[config.mk]
export PLATFORM = sky130hd
export DESIGN_NAME = gcpl_regs
export DESIGN_NICKNAME = d
export VERILOG_FILES = /design/src/rtl/gcpl_pkg.sv /design/src/rtl/gcpl_sync.sv /design/src/rtl/gcpl_regs.sv
export SDC_FILE = /design/constraint.sdc
export NUM_CORES = 1
export LEC_CHECK = 0
export ABC_AREA = 1
export BUFFER_PORTS_ARGS = -buffer_cell sky130_fd_sc_hd__buf_2
export CORE_MARGIN = 3
export CORE_UTILIZATION = 44
export DETAILED_ROUTE_END_ITERATION = 6
export HOLD_SLACK_MARGIN = 0.03
export PLACE_DENSITY = 0.91
export SYNTH_ARGS = -nofsm -noshare
export SYNTH_HDL_FRONTEND = slang
export SYNTH_SLANG_ARGS = --single-unit
[constraint.sdc]
create_clock -name clk_sys -period 2.6 [get_ports clk_sys]
set_input_delay 0.13 -clock clk_sys [delete_from_list [all_inputs] [get_ports clk_sys]]
set_output_delay 0.13 -clock clk_sys [all_outputs]
set_load 0.01 [all_outputs]
[src/rtl/gcpl_pkg.sv]
// Constants for the global configuration power and lock register bank
// Overview of operation
// - Config registers reachable only in config state via index
// - Valid register bits 0-6 read fixed, bit 5 one
// - Valid bit is software flag without hardware effect
// - Power-on reset loads valid register with 0x20
// - Power-on 0x9C; hard reset forces lock bit one
// - Reserved bits read zero, parallel bit 4 one
// - Parallel power bit set powers port, clear sleeps
// - Parallel mode bit: printer, else misc register modes
// - Lock bit zero blocks access to indices 0x00-0x39
// - Cleared lock cannot be set by software
// - Serial power bit clear powers down serial port
// - Power-on 0x08; hard reset leaves the serial register unchanged
// - Power bit gates pins, never address decoding
// - Base address below 0x100 stops host decoding
// - Powered-down device still joins range checking
// - Index 0x03 reserved, reads return zero
// - Host bus reset pin acts as hard reset
package gcpl_pkg;
	// Wishbone byte offsets of the software window
	localparam logic [7:0] WB_CTRL = 8'h00;
	localparam logic [7:0] WB_INDEX = 8'h04;
	localparam logic [7:0] WB_DATA = 8'h08;
	localparam logic [7:0] WB_STATUS = 8'h0c;
	localparam int WB_DW = 32;
	localparam int WB_AW = 8;

	// Control and status bit positions
	localparam int CTRL_CFG_STATE_BIT = 0;
	localparam int STAT_CFG_STATE_BIT = 0;
	localparam int STAT_LOCK_BIT = 1;
	localparam int STAT_PPORT_PWR_BIT = 2;
	localparam int STAT_SERIAL_PWR_BIT = 3;
	localparam int STAT_PPORT_DEC_BIT = 4;
	localparam int STAT_SERIAL_DEC_BIT = 5;

	// Configuration indices
	localparam logic [7:0] IDX_VALID = 8'h00;
	localparam logic [7:0] IDX_PPORT = 8'h01;
	localparam logic [7:0] IDX_SERIAL = 8'h02;
	localparam logic [7:0] IDX_RSVD3 = 8'h03;
	localparam logic [7:0] IDX_LOCK_LAST = 8'h39;

	// Field positions
	localparam int VALID_FLAG_BIT = 7;
	localparam int PPORT_POWER_BIT = 2;
	localparam int PPORT_MODE_BIT = 3;
	localparam int PPORT_LOCK_BIT = 7;
	localparam int SERIAL_POWER_BIT = 3;

	// Power-on values and fixed read patterns
	localparam logic [7:0] VALID_POR = 8'h20;
	localparam logic [7:0] PPORT_POR = 8'h9c;
	localparam logic [7:0] SERIAL_POR = 8'h08;
	localparam logic [7:0] VALID_FIXED = 8'h20;
	localparam logic [7:0] PPORT_FIXED = 8'h10;
	localparam logic [7:0] SERIAL_FIXED = 8'h00;
	localparam logic [7:0] RSVD_READ = 8'h00;

	// Lowest base address that the host decoder accepts
	localparam logic [15:0] BASE_MIN = 16'h0100;
	localparam int SYNC_STAGES = 2;
endpackage

[src/rtl/gcpl_sync.sv]
// Two-stage level synchroniser for the host bus reset pin
`timescale 1ns/1ps
`default_nettype none
module gcpl_sync (
	input wire logic clk_sys,
	input wire logic rst,
	input wire logic pin_in,
	output logic pin_sync
);
	logic [gcpl_pkg::SYNC_STAGES-1:0] stage;

	// Resets to one: the pin is active low, so idle is high
	always_ff @(posedge clk_sys) begin
		if (rst) begin
			stage <= '1;
		end else begin
			stage <= {stage[gcpl_pkg::SYNC_STAGES-2:0], pin_in};
		end
	end

	// Only the last stage is seen outside
	assign pin_sync = stage[gcpl_pkg::SYNC_STAGES-1];
endmodule
`default_nettype wire

[src/rtl/gcpl_regs.sv]
// Global configuration power and lock registers behind a Wishbone slave
`timescale 1ns/1ps
`default_nettype none
module gcpl_regs (
	input wire logic clk_sys,
	input wire logic rst,
	input wire logic host_bus_reset_n,
	input wire logic wb_cyc,
	input wire logic wb_stb,
	input wire logic wb_we,
	input wire logic [gcpl_pkg::WB_AW-1:0] wb_adr,
	input wire logic [3:0] wb_sel,
	input wire logic [gcpl_pkg::WB_DW-1:0] wb_dat_w,
	output logic [gcpl_pkg::WB_DW-1:0] wb_dat_r,
	output logic wb_ack,
	input wire logic [1:0] misc_mode_register,
	input wire logic [15:0] pport_base_addr,
	input wire logic [15:0] serial_base_addr,
	output logic pport_pins_en,
	output logic pport_printer_mode,
	output logic [1:0] pport_ext_mode,
	output logic serial_pins_en,
	output logic pport_decode_en,
	output logic serial_decode_en,
	output logic pport_pnp_check,
	output logic serial_pnp_check
);
	// Stored state
	logic config_state;
	logic [7:0] config_index_select;
	logic valid_flag;
	logic pport_power;
	logic pport_mode;
	logic register_lock;
	logic serial_power;

	// Hard reset from the host bus pin
	logic host_reset_sync;
	wire hard_reset;

	gcpl_sync u_sync (
		.clk_sys(clk_sys),
		.rst(rst),
		.pin_in(host_bus_reset_n),
		.pin_sync(host_reset_sync)
	);

	assign hard_reset = ~host_reset_sync;

	// Gate for the indexed data port, shared by read and write
	function automatic logic cfg_open(input logic [7:0] idx, input logic state,
		input logic lock);
		cfg_open = state && lock && (idx <= gcpl_pkg::IDX_LOCK_LAST);
	endfunction

	// Byte seen at a configuration index
	function automatic logic [7:0] cfg_byte(input logic [7:0] idx, input logic v,
		input logic pw, input logic md, input logic lk, input logic sp);
		logic [7:0] b;
		b = gcpl_pkg::RSVD_READ;
		unique case (idx)
			gcpl_pkg::IDX_VALID: begin
				b = gcpl_pkg::VALID_FIXED;
				b[gcpl_pkg::VALID_FLAG_BIT] = v;
			end
			gcpl_pkg::IDX_PPORT: begin
				b = gcpl_pkg::PPORT_FIXED;
				b[gcpl_pkg::PPORT_POWER_BIT] = pw;
				b[gcpl_pkg::PPORT_MODE_BIT] = md;
				b[gcpl_pkg::PPORT_LOCK_BIT] = lk;
			end
			gcpl_pkg::IDX_SERIAL: begin
				b = gcpl_pkg::SERIAL_FIXED;
				b[gcpl_pkg::SERIAL_POWER_BIT] = sp;
			end
			// Index 3 and the rest of the locked range read as zero
			default: b = gcpl_pkg::RSVD_READ;
		endcase
		cfg_byte = b;
	endfunction

	// Bus decode
	wire req = wb_cyc && wb_stb;
	wire aligned = (wb_adr[1:0] == 2'b00);
	wire hit_ctrl = aligned && (wb_adr == gcpl_pkg::WB_CTRL);
	wire hit_index = aligned && (wb_adr == gcpl_pkg::WB_INDEX);
	wire hit_data = aligned && (wb_adr == gcpl_pkg::WB_DATA);
	wire hit_status = aligned && (wb_adr == gcpl_pkg::WB_STATUS);
	wire lane0 = wb_sel[0];

	// Writes commit on the edge where the master sees ack
	wire wr_fire = req && wb_we && wb_ack && lane0;
	wire wr_ctrl = wr_fire && hit_ctrl;
	wire wr_index = wr_fire && hit_index;
	wire data_open = cfg_open(config_index_select, config_state, register_lock);
	wire wr_cfg = wr_fire && hit_data && data_open;
	wire wr_valid = wr_cfg && (config_index_select == gcpl_pkg::IDX_VALID);
	wire wr_pport = wr_cfg && (config_index_select == gcpl_pkg::IDX_PPORT);
	wire wr_serial = wr_cfg && (config_index_select == gcpl_pkg::IDX_SERIAL);
	wire [7:0] wbyte = wb_dat_w[7:0];

	// Read data latched when ack rises, before any write lands
	wire rd_start = req && !wb_we && !wb_ack;
	wire [7:0] cfg_now = cfg_byte(config_index_select, valid_flag, pport_power,
		pport_mode, register_lock, serial_power);
	wire [7:0] data_read = data_open ? cfg_now : gcpl_pkg::RSVD_READ;
	wire [7:0] status_read;
	assign status_read = {2'b00, serial_decode_en, pport_decode_en, serial_power,
		pport_power, register_lock, config_state};
	wire [7:0] ctrl_read = {7'b000_0000, config_state};
	wire [7:0] next_rd_byte = hit_ctrl ? ctrl_read :
		hit_index ? config_index_select :
		hit_data ? data_read :
		hit_status ? status_read : gcpl_pkg::RSVD_READ;

	// Next values of the configuration fields
	wire next_lock = hard_reset ? 1'b1 :
		wr_pport ? (register_lock & wbyte[gcpl_pkg::PPORT_LOCK_BIT]) :
		register_lock;
	wire next_pport_power = wr_pport ? wbyte[gcpl_pkg::PPORT_POWER_BIT] : pport_power;
	wire next_pport_mode = wr_pport ? wbyte[gcpl_pkg::PPORT_MODE_BIT] : pport_mode;
	wire next_serial_power = wr_serial ? wbyte[gcpl_pkg::SERIAL_POWER_BIT] :
		serial_power;
	wire next_valid = wr_valid ? wbyte[gcpl_pkg::VALID_FLAG_BIT] : valid_flag;

	// Decoding stays on while the device is powered down
	wire next_pport_dec = (pport_base_addr >= gcpl_pkg::BASE_MIN);
	wire next_serial_dec = (serial_base_addr >= gcpl_pkg::BASE_MIN);
	wire [1:0] next_ext_mode = pport_mode ? 2'b00 : misc_mode_register;

	// Bus handshake
	always_ff @(posedge clk_sys) begin
		if (rst) begin
			wb_ack <= 1'b0;
			wb_dat_r <= '0;
		end else begin
			wb_ack <= req && !wb_ack;
			if (rd_start) begin
				wb_dat_r <= {24'h0000_00, next_rd_byte};
			end
		end
	end

	// Software window control
	always_ff @(posedge clk_sys) begin
		if (rst) begin
			config_state <= 1'b0;
			config_index_select <= 8'h00;
		end else begin
			if (wr_ctrl) begin
				config_state <= wbyte[gcpl_pkg::CTRL_CFG_STATE_BIT];
			end
			if (wr_index) begin
				config_index_select <= wbyte;
			end
		end
	end

	// Only writable fields are stored; reserved bits never change
	always_ff @(posedge clk_sys) begin
		if (rst) begin
			valid_flag <= gcpl_pkg::VALID_POR[gcpl_pkg::VALID_FLAG_BIT];
			pport_power <= gcpl_pkg::PPORT_POR[gcpl_pkg::PPORT_POWER_BIT];
			pport_mode <= gcpl_pkg::PPORT_POR[gcpl_pkg::PPORT_MODE_BIT];
			register_lock <= gcpl_pkg::PPORT_POR[gcpl_pkg::PPORT_LOCK_BIT];
			serial_power <= gcpl_pkg::SERIAL_POR[gcpl_pkg::SERIAL_POWER_BIT];
		end else begin
			valid_flag <= next_valid;
			pport_power <= next_pport_power;
			pport_mode <= next_pport_mode;
			register_lock <= next_lock;
			serial_power <= next_serial_power;
		end
	end

	// Device control outputs
	always_ff @(posedge clk_sys) begin
		if (rst) begin
			pport_pins_en <= gcpl_pkg::PPORT_POR[gcpl_pkg::PPORT_POWER_BIT];
			pport_printer_mode <= gcpl_pkg::PPORT_POR[gcpl_pkg::PPORT_MODE_BIT];
			pport_ext_mode <= 2'b00;
			serial_pins_en <= gcpl_pkg::SERIAL_POR[gcpl_pkg::SERIAL_POWER_BIT];
			pport_decode_en <= 1'b0;
			serial_decode_en <= 1'b0;
			pport_pnp_check <= 1'b0;
			serial_pnp_check <= 1'b0;
		end else begin
			pport_pins_en <= pport_power;
			pport_printer_mode <= pport_mode;
			pport_ext_mode <= next_ext_mode;
			serial_pins_en <= serial_power;
			pport_decode_en <= next_pport_dec;
			serial_decode_en <= next_serial_dec;
			pport_pnp_check <= next_pport_dec;
			serial_pnp_check <= next_serial_dec;
		end
	end

	logic past_rst;
	always_ff @(posedge clk_sys) begin
		past_rst <= rst;
	end
endmodule
`default_nettype wire

# Yosys cells after proc, flatten, opt, wreduce, memory -nomap -nowiden
# Index checks and enable logic that the tools add are counted.
totals:
  reg_bits: 32
  in_bits: 84
  out_inout_bits: 42
  wordCells: 59
classes:
  order_cmp: 3
  eq_ne: 5
  muxes: 6
  n_bitwise: 2
  n_reduce_logical: 27
op_table:
  columns: ["cell", "count"]
  rows:
  - ["$ge 16x9->1 const B", 2]
  - ["$mux 8", 4]
  - ["$pmux 8 s3", 1]
  - ["$logic_and 1x1->1", 20]
  - ["$eq 8x4->1 const B", 2]
  - ["$logic_not 8->1", 2]
  - ["$eq 8x1->1 const B", 1]
  - ["$eq 8x2->1 const B", 1]
  - ["$eq 8x3->1 const B", 1]
  - ["$le 8x6->1 const B", 1]
  - ["$mux 6", 1]
  - ["$reduce_or 2->1", 2]
  - ["$logic_not 1->1", 2]
  - ["$logic_not 2->1", 1]
  - ["$and 1x1->1", 1]
  - ["$not 1->1", 1]

# Logic depth before layout (Yosys ltp)
logic_depth:
  depth_word: 7
  mapped_depth: 11
  depth_no_buf: 11

# By module
# Synthesis repeated with hierarchy kept, for this count alone.
hier_totals:
  hier_cells: 238
  hier_area_um2: 1760.4
modules_own_cells:
  columns: ["mod", "n_inst", "cells_each", "area_each_um2", "seq_area_each_um2"]
  rows:
  - ["gcpl_regs", 1, 231, 1701.6, 600.6]
  - ["gcpl_sync", 1, 7, 58.8, 40.0]

# Least setup slack after synthesis
# OpenSTA, ideal clock, no wires.
synth_path:
  path_kind: "reg-to-reg"
  startpoint: "reg wb_ack"
  endpoint: "reg register_lock"
  setup_ns: 0.116
  arrival_ns: 1.196
  t_required_ns: 2.484
  slack_ns: 1.288
  stages_incl_launch_ff: 8
  path_buffers: 0
  period_less_slack_ns: 1.312
  cell_sequence: "dfxtp_1 nand3_1 nor2_1 nand3_2 inv_2 nand2_2 o21ai_1 nand2_1"
synth_via:
  elab_chain_cells: 5
synth_rtl:
  columns: ["item", "line", "text"]
  rows:
  - ["from (decl)", "gcpl_regs.sv:15", "output logic wb_ack,"]
  - ["from (signal assigned)", "gcpl_regs.sv:137", "wb_ack <= req && !wb_ack;"]
  - ["$logic_and 1x1->1 (2 in series)", "gcpl_regs.sv:92", "wire wr_fire = req && wb_we && wb_ack && lane0;"]
  - ["$logic_and 1x1->1 (2 in series)", "gcpl_regs.sv:96", "wire wr_cfg = wr_fire && hit_data && data_open;"]
  - ["$logic_and 1x1->1", "gcpl_regs.sv:98", "wire wr_pport = wr_cfg && (config_index_select == gcpl_pkg::IDX_PPORT);"]
  - ["to (signal assigned)", "gcpl_regs.sv:165", "register_lock <= gcpl_pkg::PPORT_POR[gcpl_pkg::PPORT_LOCK_BIT];"]
  - ["to (signal assigned)", "gcpl_regs.sv:171", "register_lock <= next_lock;"]
  - ["to (decl)", "gcpl_regs.sv:34", "logic register_lock;"]
# No other way between the ends.
# A chain may end at the register's enable or synchronous reset.

# Worst setup path in the final report
# Ends and elaborated chain as after synthesis.

==> impl_metrics.csv <==
group,metric,value,unit
hold_path,hold_class,"input port to register",
power,power,990,uW
synthesis,yosysMostFrequentCell,"nand2_1",
clock_tree,insertion_delay,0.28,ns
drt,wl_per_cell,11.2,um
finish,fillCellCount,376,
synthesis,ys_ff_latch,32,
sta,fin_crit,1.50,ns
synthesis,async_flop_share,0,%
grt,grt_pass1_wl,6340,um
power,irDropWorstVdd,0.366,mV
clock_tree,cts_resized,0,
clock_tree,numCtsBuffers,5,
run,maxCapViolations,0,
drt,viasPerCell,4.73,
grt,grt_max_degree,17,
grt,overflow,0,
grt,first_global_vias,1518,
status,status,"finished clean",
floorplanning,die_area,0.00474,mm^2
placement,place_ws,1.14,ns
synthesis,yosysUniqueCellTypes,27,
finish,fin_nets,396,
placement,gp_congestion,0.928,
setup_path,reg2reg_slack,1.10,ns
synthesis,yosysTopAreaCell,"dfxtp_1",
sta,finalMaxSlewViolations,0,
drt,drt_iter0_markers,76,
placement,port_buffers,58,
sta,rsz0062_at_grt,"false",
clock_tree,path_clk_slew,0.07,ns
drt,drtPass1Iterations,4,
drt,vias,1709,
floorplanning,start_util,46.4,%
synthesis,synth_commonest_cells,"nand2_1 (59), dfxtp_1 (32), nor2_1 (30)",
synthesis,syn_area,0.00174,mm^2
setup_path,crit-reg2reg-capture,"register_lock",
placement,hpwlAfterDp,3280,um
sta,skew,0.00269,ns
setup_path,cp-end-kind,"register",
sta,tns,0,ns
drt,drc,0,
synthesis,syn_inst,252,
floorplanning,die_w,68.8,um
placement,placedCellCount,352,
clock_tree,cts_sinks,32,
finish,final_core_util,55.1,%
drt,routed.top_layer,"met4",
finish,drive_gt1_share,25.9,%
grt,antenna_found_initial,0,
setup_path,arrival,1.68,ns
placement,placed_area,0.00196,mm^2
power,p_leak,1.06,nW
setup_path,reg2reg_from,"wb_ack",
finish,antennaDiodeCount,0,
setup_path,start_kind,"register",
sta,whs,0.0569,ns
clock_tree,cts.path.max_buffers,2,
power,powerDensity,480,mW/mm^2
finish,seq_area,641,um^2
synthesis,synthTopCellsByArea,"dfxtp_1 (37%), nand2_1 (13%), buf_4 (11%)",
setup_path,cp.required,2.77,ns
setup_path,r2r_cells,7,
drt,wl_met1,1640,um
setup_path,path_class,"register to register",
sta,layout_setup_ws,1.10,ns
clock_tree,cts_tree,"done",
sta,setup-violations-final,0,
synthesis,synth-edff-count,0,
drt,wl,4040,um
sta,hold_viol,0,
synthesis,ys_seq_area_share,36.9,%
hold_path,hold_path.startpoint,"misc_mode_register[1]",
clock_tree,htree_levels,2,
sta,min_period_over_period,57.7,%
finish,syn_to_final_growth,18.8,%
floorplanning,core_area,0.00374,mm^2
drt,wl_met2,2080,um
synthesis,yosysWarnings,0,
clock_tree,post_cts_buffers,0,
drt,drtAntennaViolNets,0,
synthesis,avgSynthCellArea,6.89,um^2
clock_tree,cts_root_buf,"clkbuf_8",
floorplanning,die_h,68.8,um
floorplanning,io-pin-count,126,
synthesis,yosysTopAreaCellShare,36.9,%
finish,multi_input_area,867,um^2
hold_path,hold_depth,3,
grt,grt_use_total,17.7,%
floorplanning,num_rows,22,
setup_path,path_max_fanout,4,
hold_path,whs_endpoint,"pport_ext_mode[1]",
finish,final_cell_count_no_fill,361,
drt,met3_length,280,um
finish,fin_area,0.00206,mm^2
synthesis,synth-main-ff-cell,"dfxtp_1",
sta,fmax,666,MHz
-- flip-flops by register name (all words and copies together), names as in the netlist --
| name | flops |
|---|---|
| register_lock | 1 |
| pport_pnp_check | 1 |
| pport_printer_mode | 1 |
| pport_power | 1 |
| config_state | 1 |
| config_index_select | 8 |
| serial_pins_en | 1 |
| pport_ext_mode | 2 |
| u_sync.stage | 2 |
| valid_flag | 1 |
| serial_pnp_check | 1 |
| serial_power | 1 |
| pport_pins_en | 1 |
| wb_ack | 1 |
| pport_mode | 1 |
| wb_dat_r | 8 |
-- cell families (layout without fill, tap and decap cells) --
| kind of cell | after synthesis | count (layout) | share of synthesized area [%] |
|---|---|---|---|
| compound gates | 36 | 36 | 10.9 |
| flops | 32 | 32 | 36.9 |
| buf+inv | 56 | 94 | 18.2 |
| simple gates | 127 | 127 | 33.9 |
| other cells | 1 | 24 | 0.216 |
-- critical path, stage by stage, from the launching register on --
cell,delay (ns)
dfxtp_1,0.39
nand3_1,0.11
nor2_1,0.39
nand3_2,0.15
inv_2,0.10
nand2_2,0.08
o21ai_1,0.13
nand2_1,0.05
-- layer usage --
layer  vias to the layer above  track usage, %
li1                        873               -
met1                       768            20.7
met2                        61            32.1
met3                         7            4.21
met4                         0            4.62
met5                         -               0
-- where the power goes --
group / internal [mW] / switching, mW
logic: 0.0357 / 0.0579
clock network: 0.215 / 0.183
registers: 0.495 / 0.00289
-- worst max path at each step --
stage            from  slack, ns            end
3_3_place_gp   wb_ack       1.14  register_lock
2_1_floorplan  wb_ack       1.29  register_lock
6_report       wb_ack       1.10  register_lock
4_1_cts        wb_ack       1.11  register_lock
3_5_place_dp   wb_ack       1.14  register_lock
5_1_grt        wb_ack       0.98    pport_power
-- layout by cell type (no fill, tap or decap), drive strengths merged --
| cell | count |
|---|---|
| a21oi | 21 |
| dlygate4sd3 | 1 |
| nand4 | 5 |
| nor2 | 33 |
| clkinvlp | 1 |
| dfxtp | 32 |
| nand3 | 16 |
| nor4 | 4 |
| nand2 | 61 |
| inv | 27 |
| nor3 | 4 |
| o22ai | 1 |
| o21ai | 13 |
| buf | 58 |
| conb | 24 |
| clkbuf | 7 |
| o2111ai | 1 |
| or2 | 4 |
-- what timing repair did --
action | 4_1_cts | 5_1_grt
hold buffers | 1 | 0
hold endpoints to repair | 1 | 0
setup endpoints to repair | 0 | 0
-- layout make-up --
class,count,area share [%]
clock inverters,1,0.364
inverters,27,4.91
multi-input cells,187,42.0
repair buffers,59,14.6
clock buffers,7,4.18
flip-flops and latches,32,31.0
well taps,48,2.91
Power figures use the tool's default switching activity.
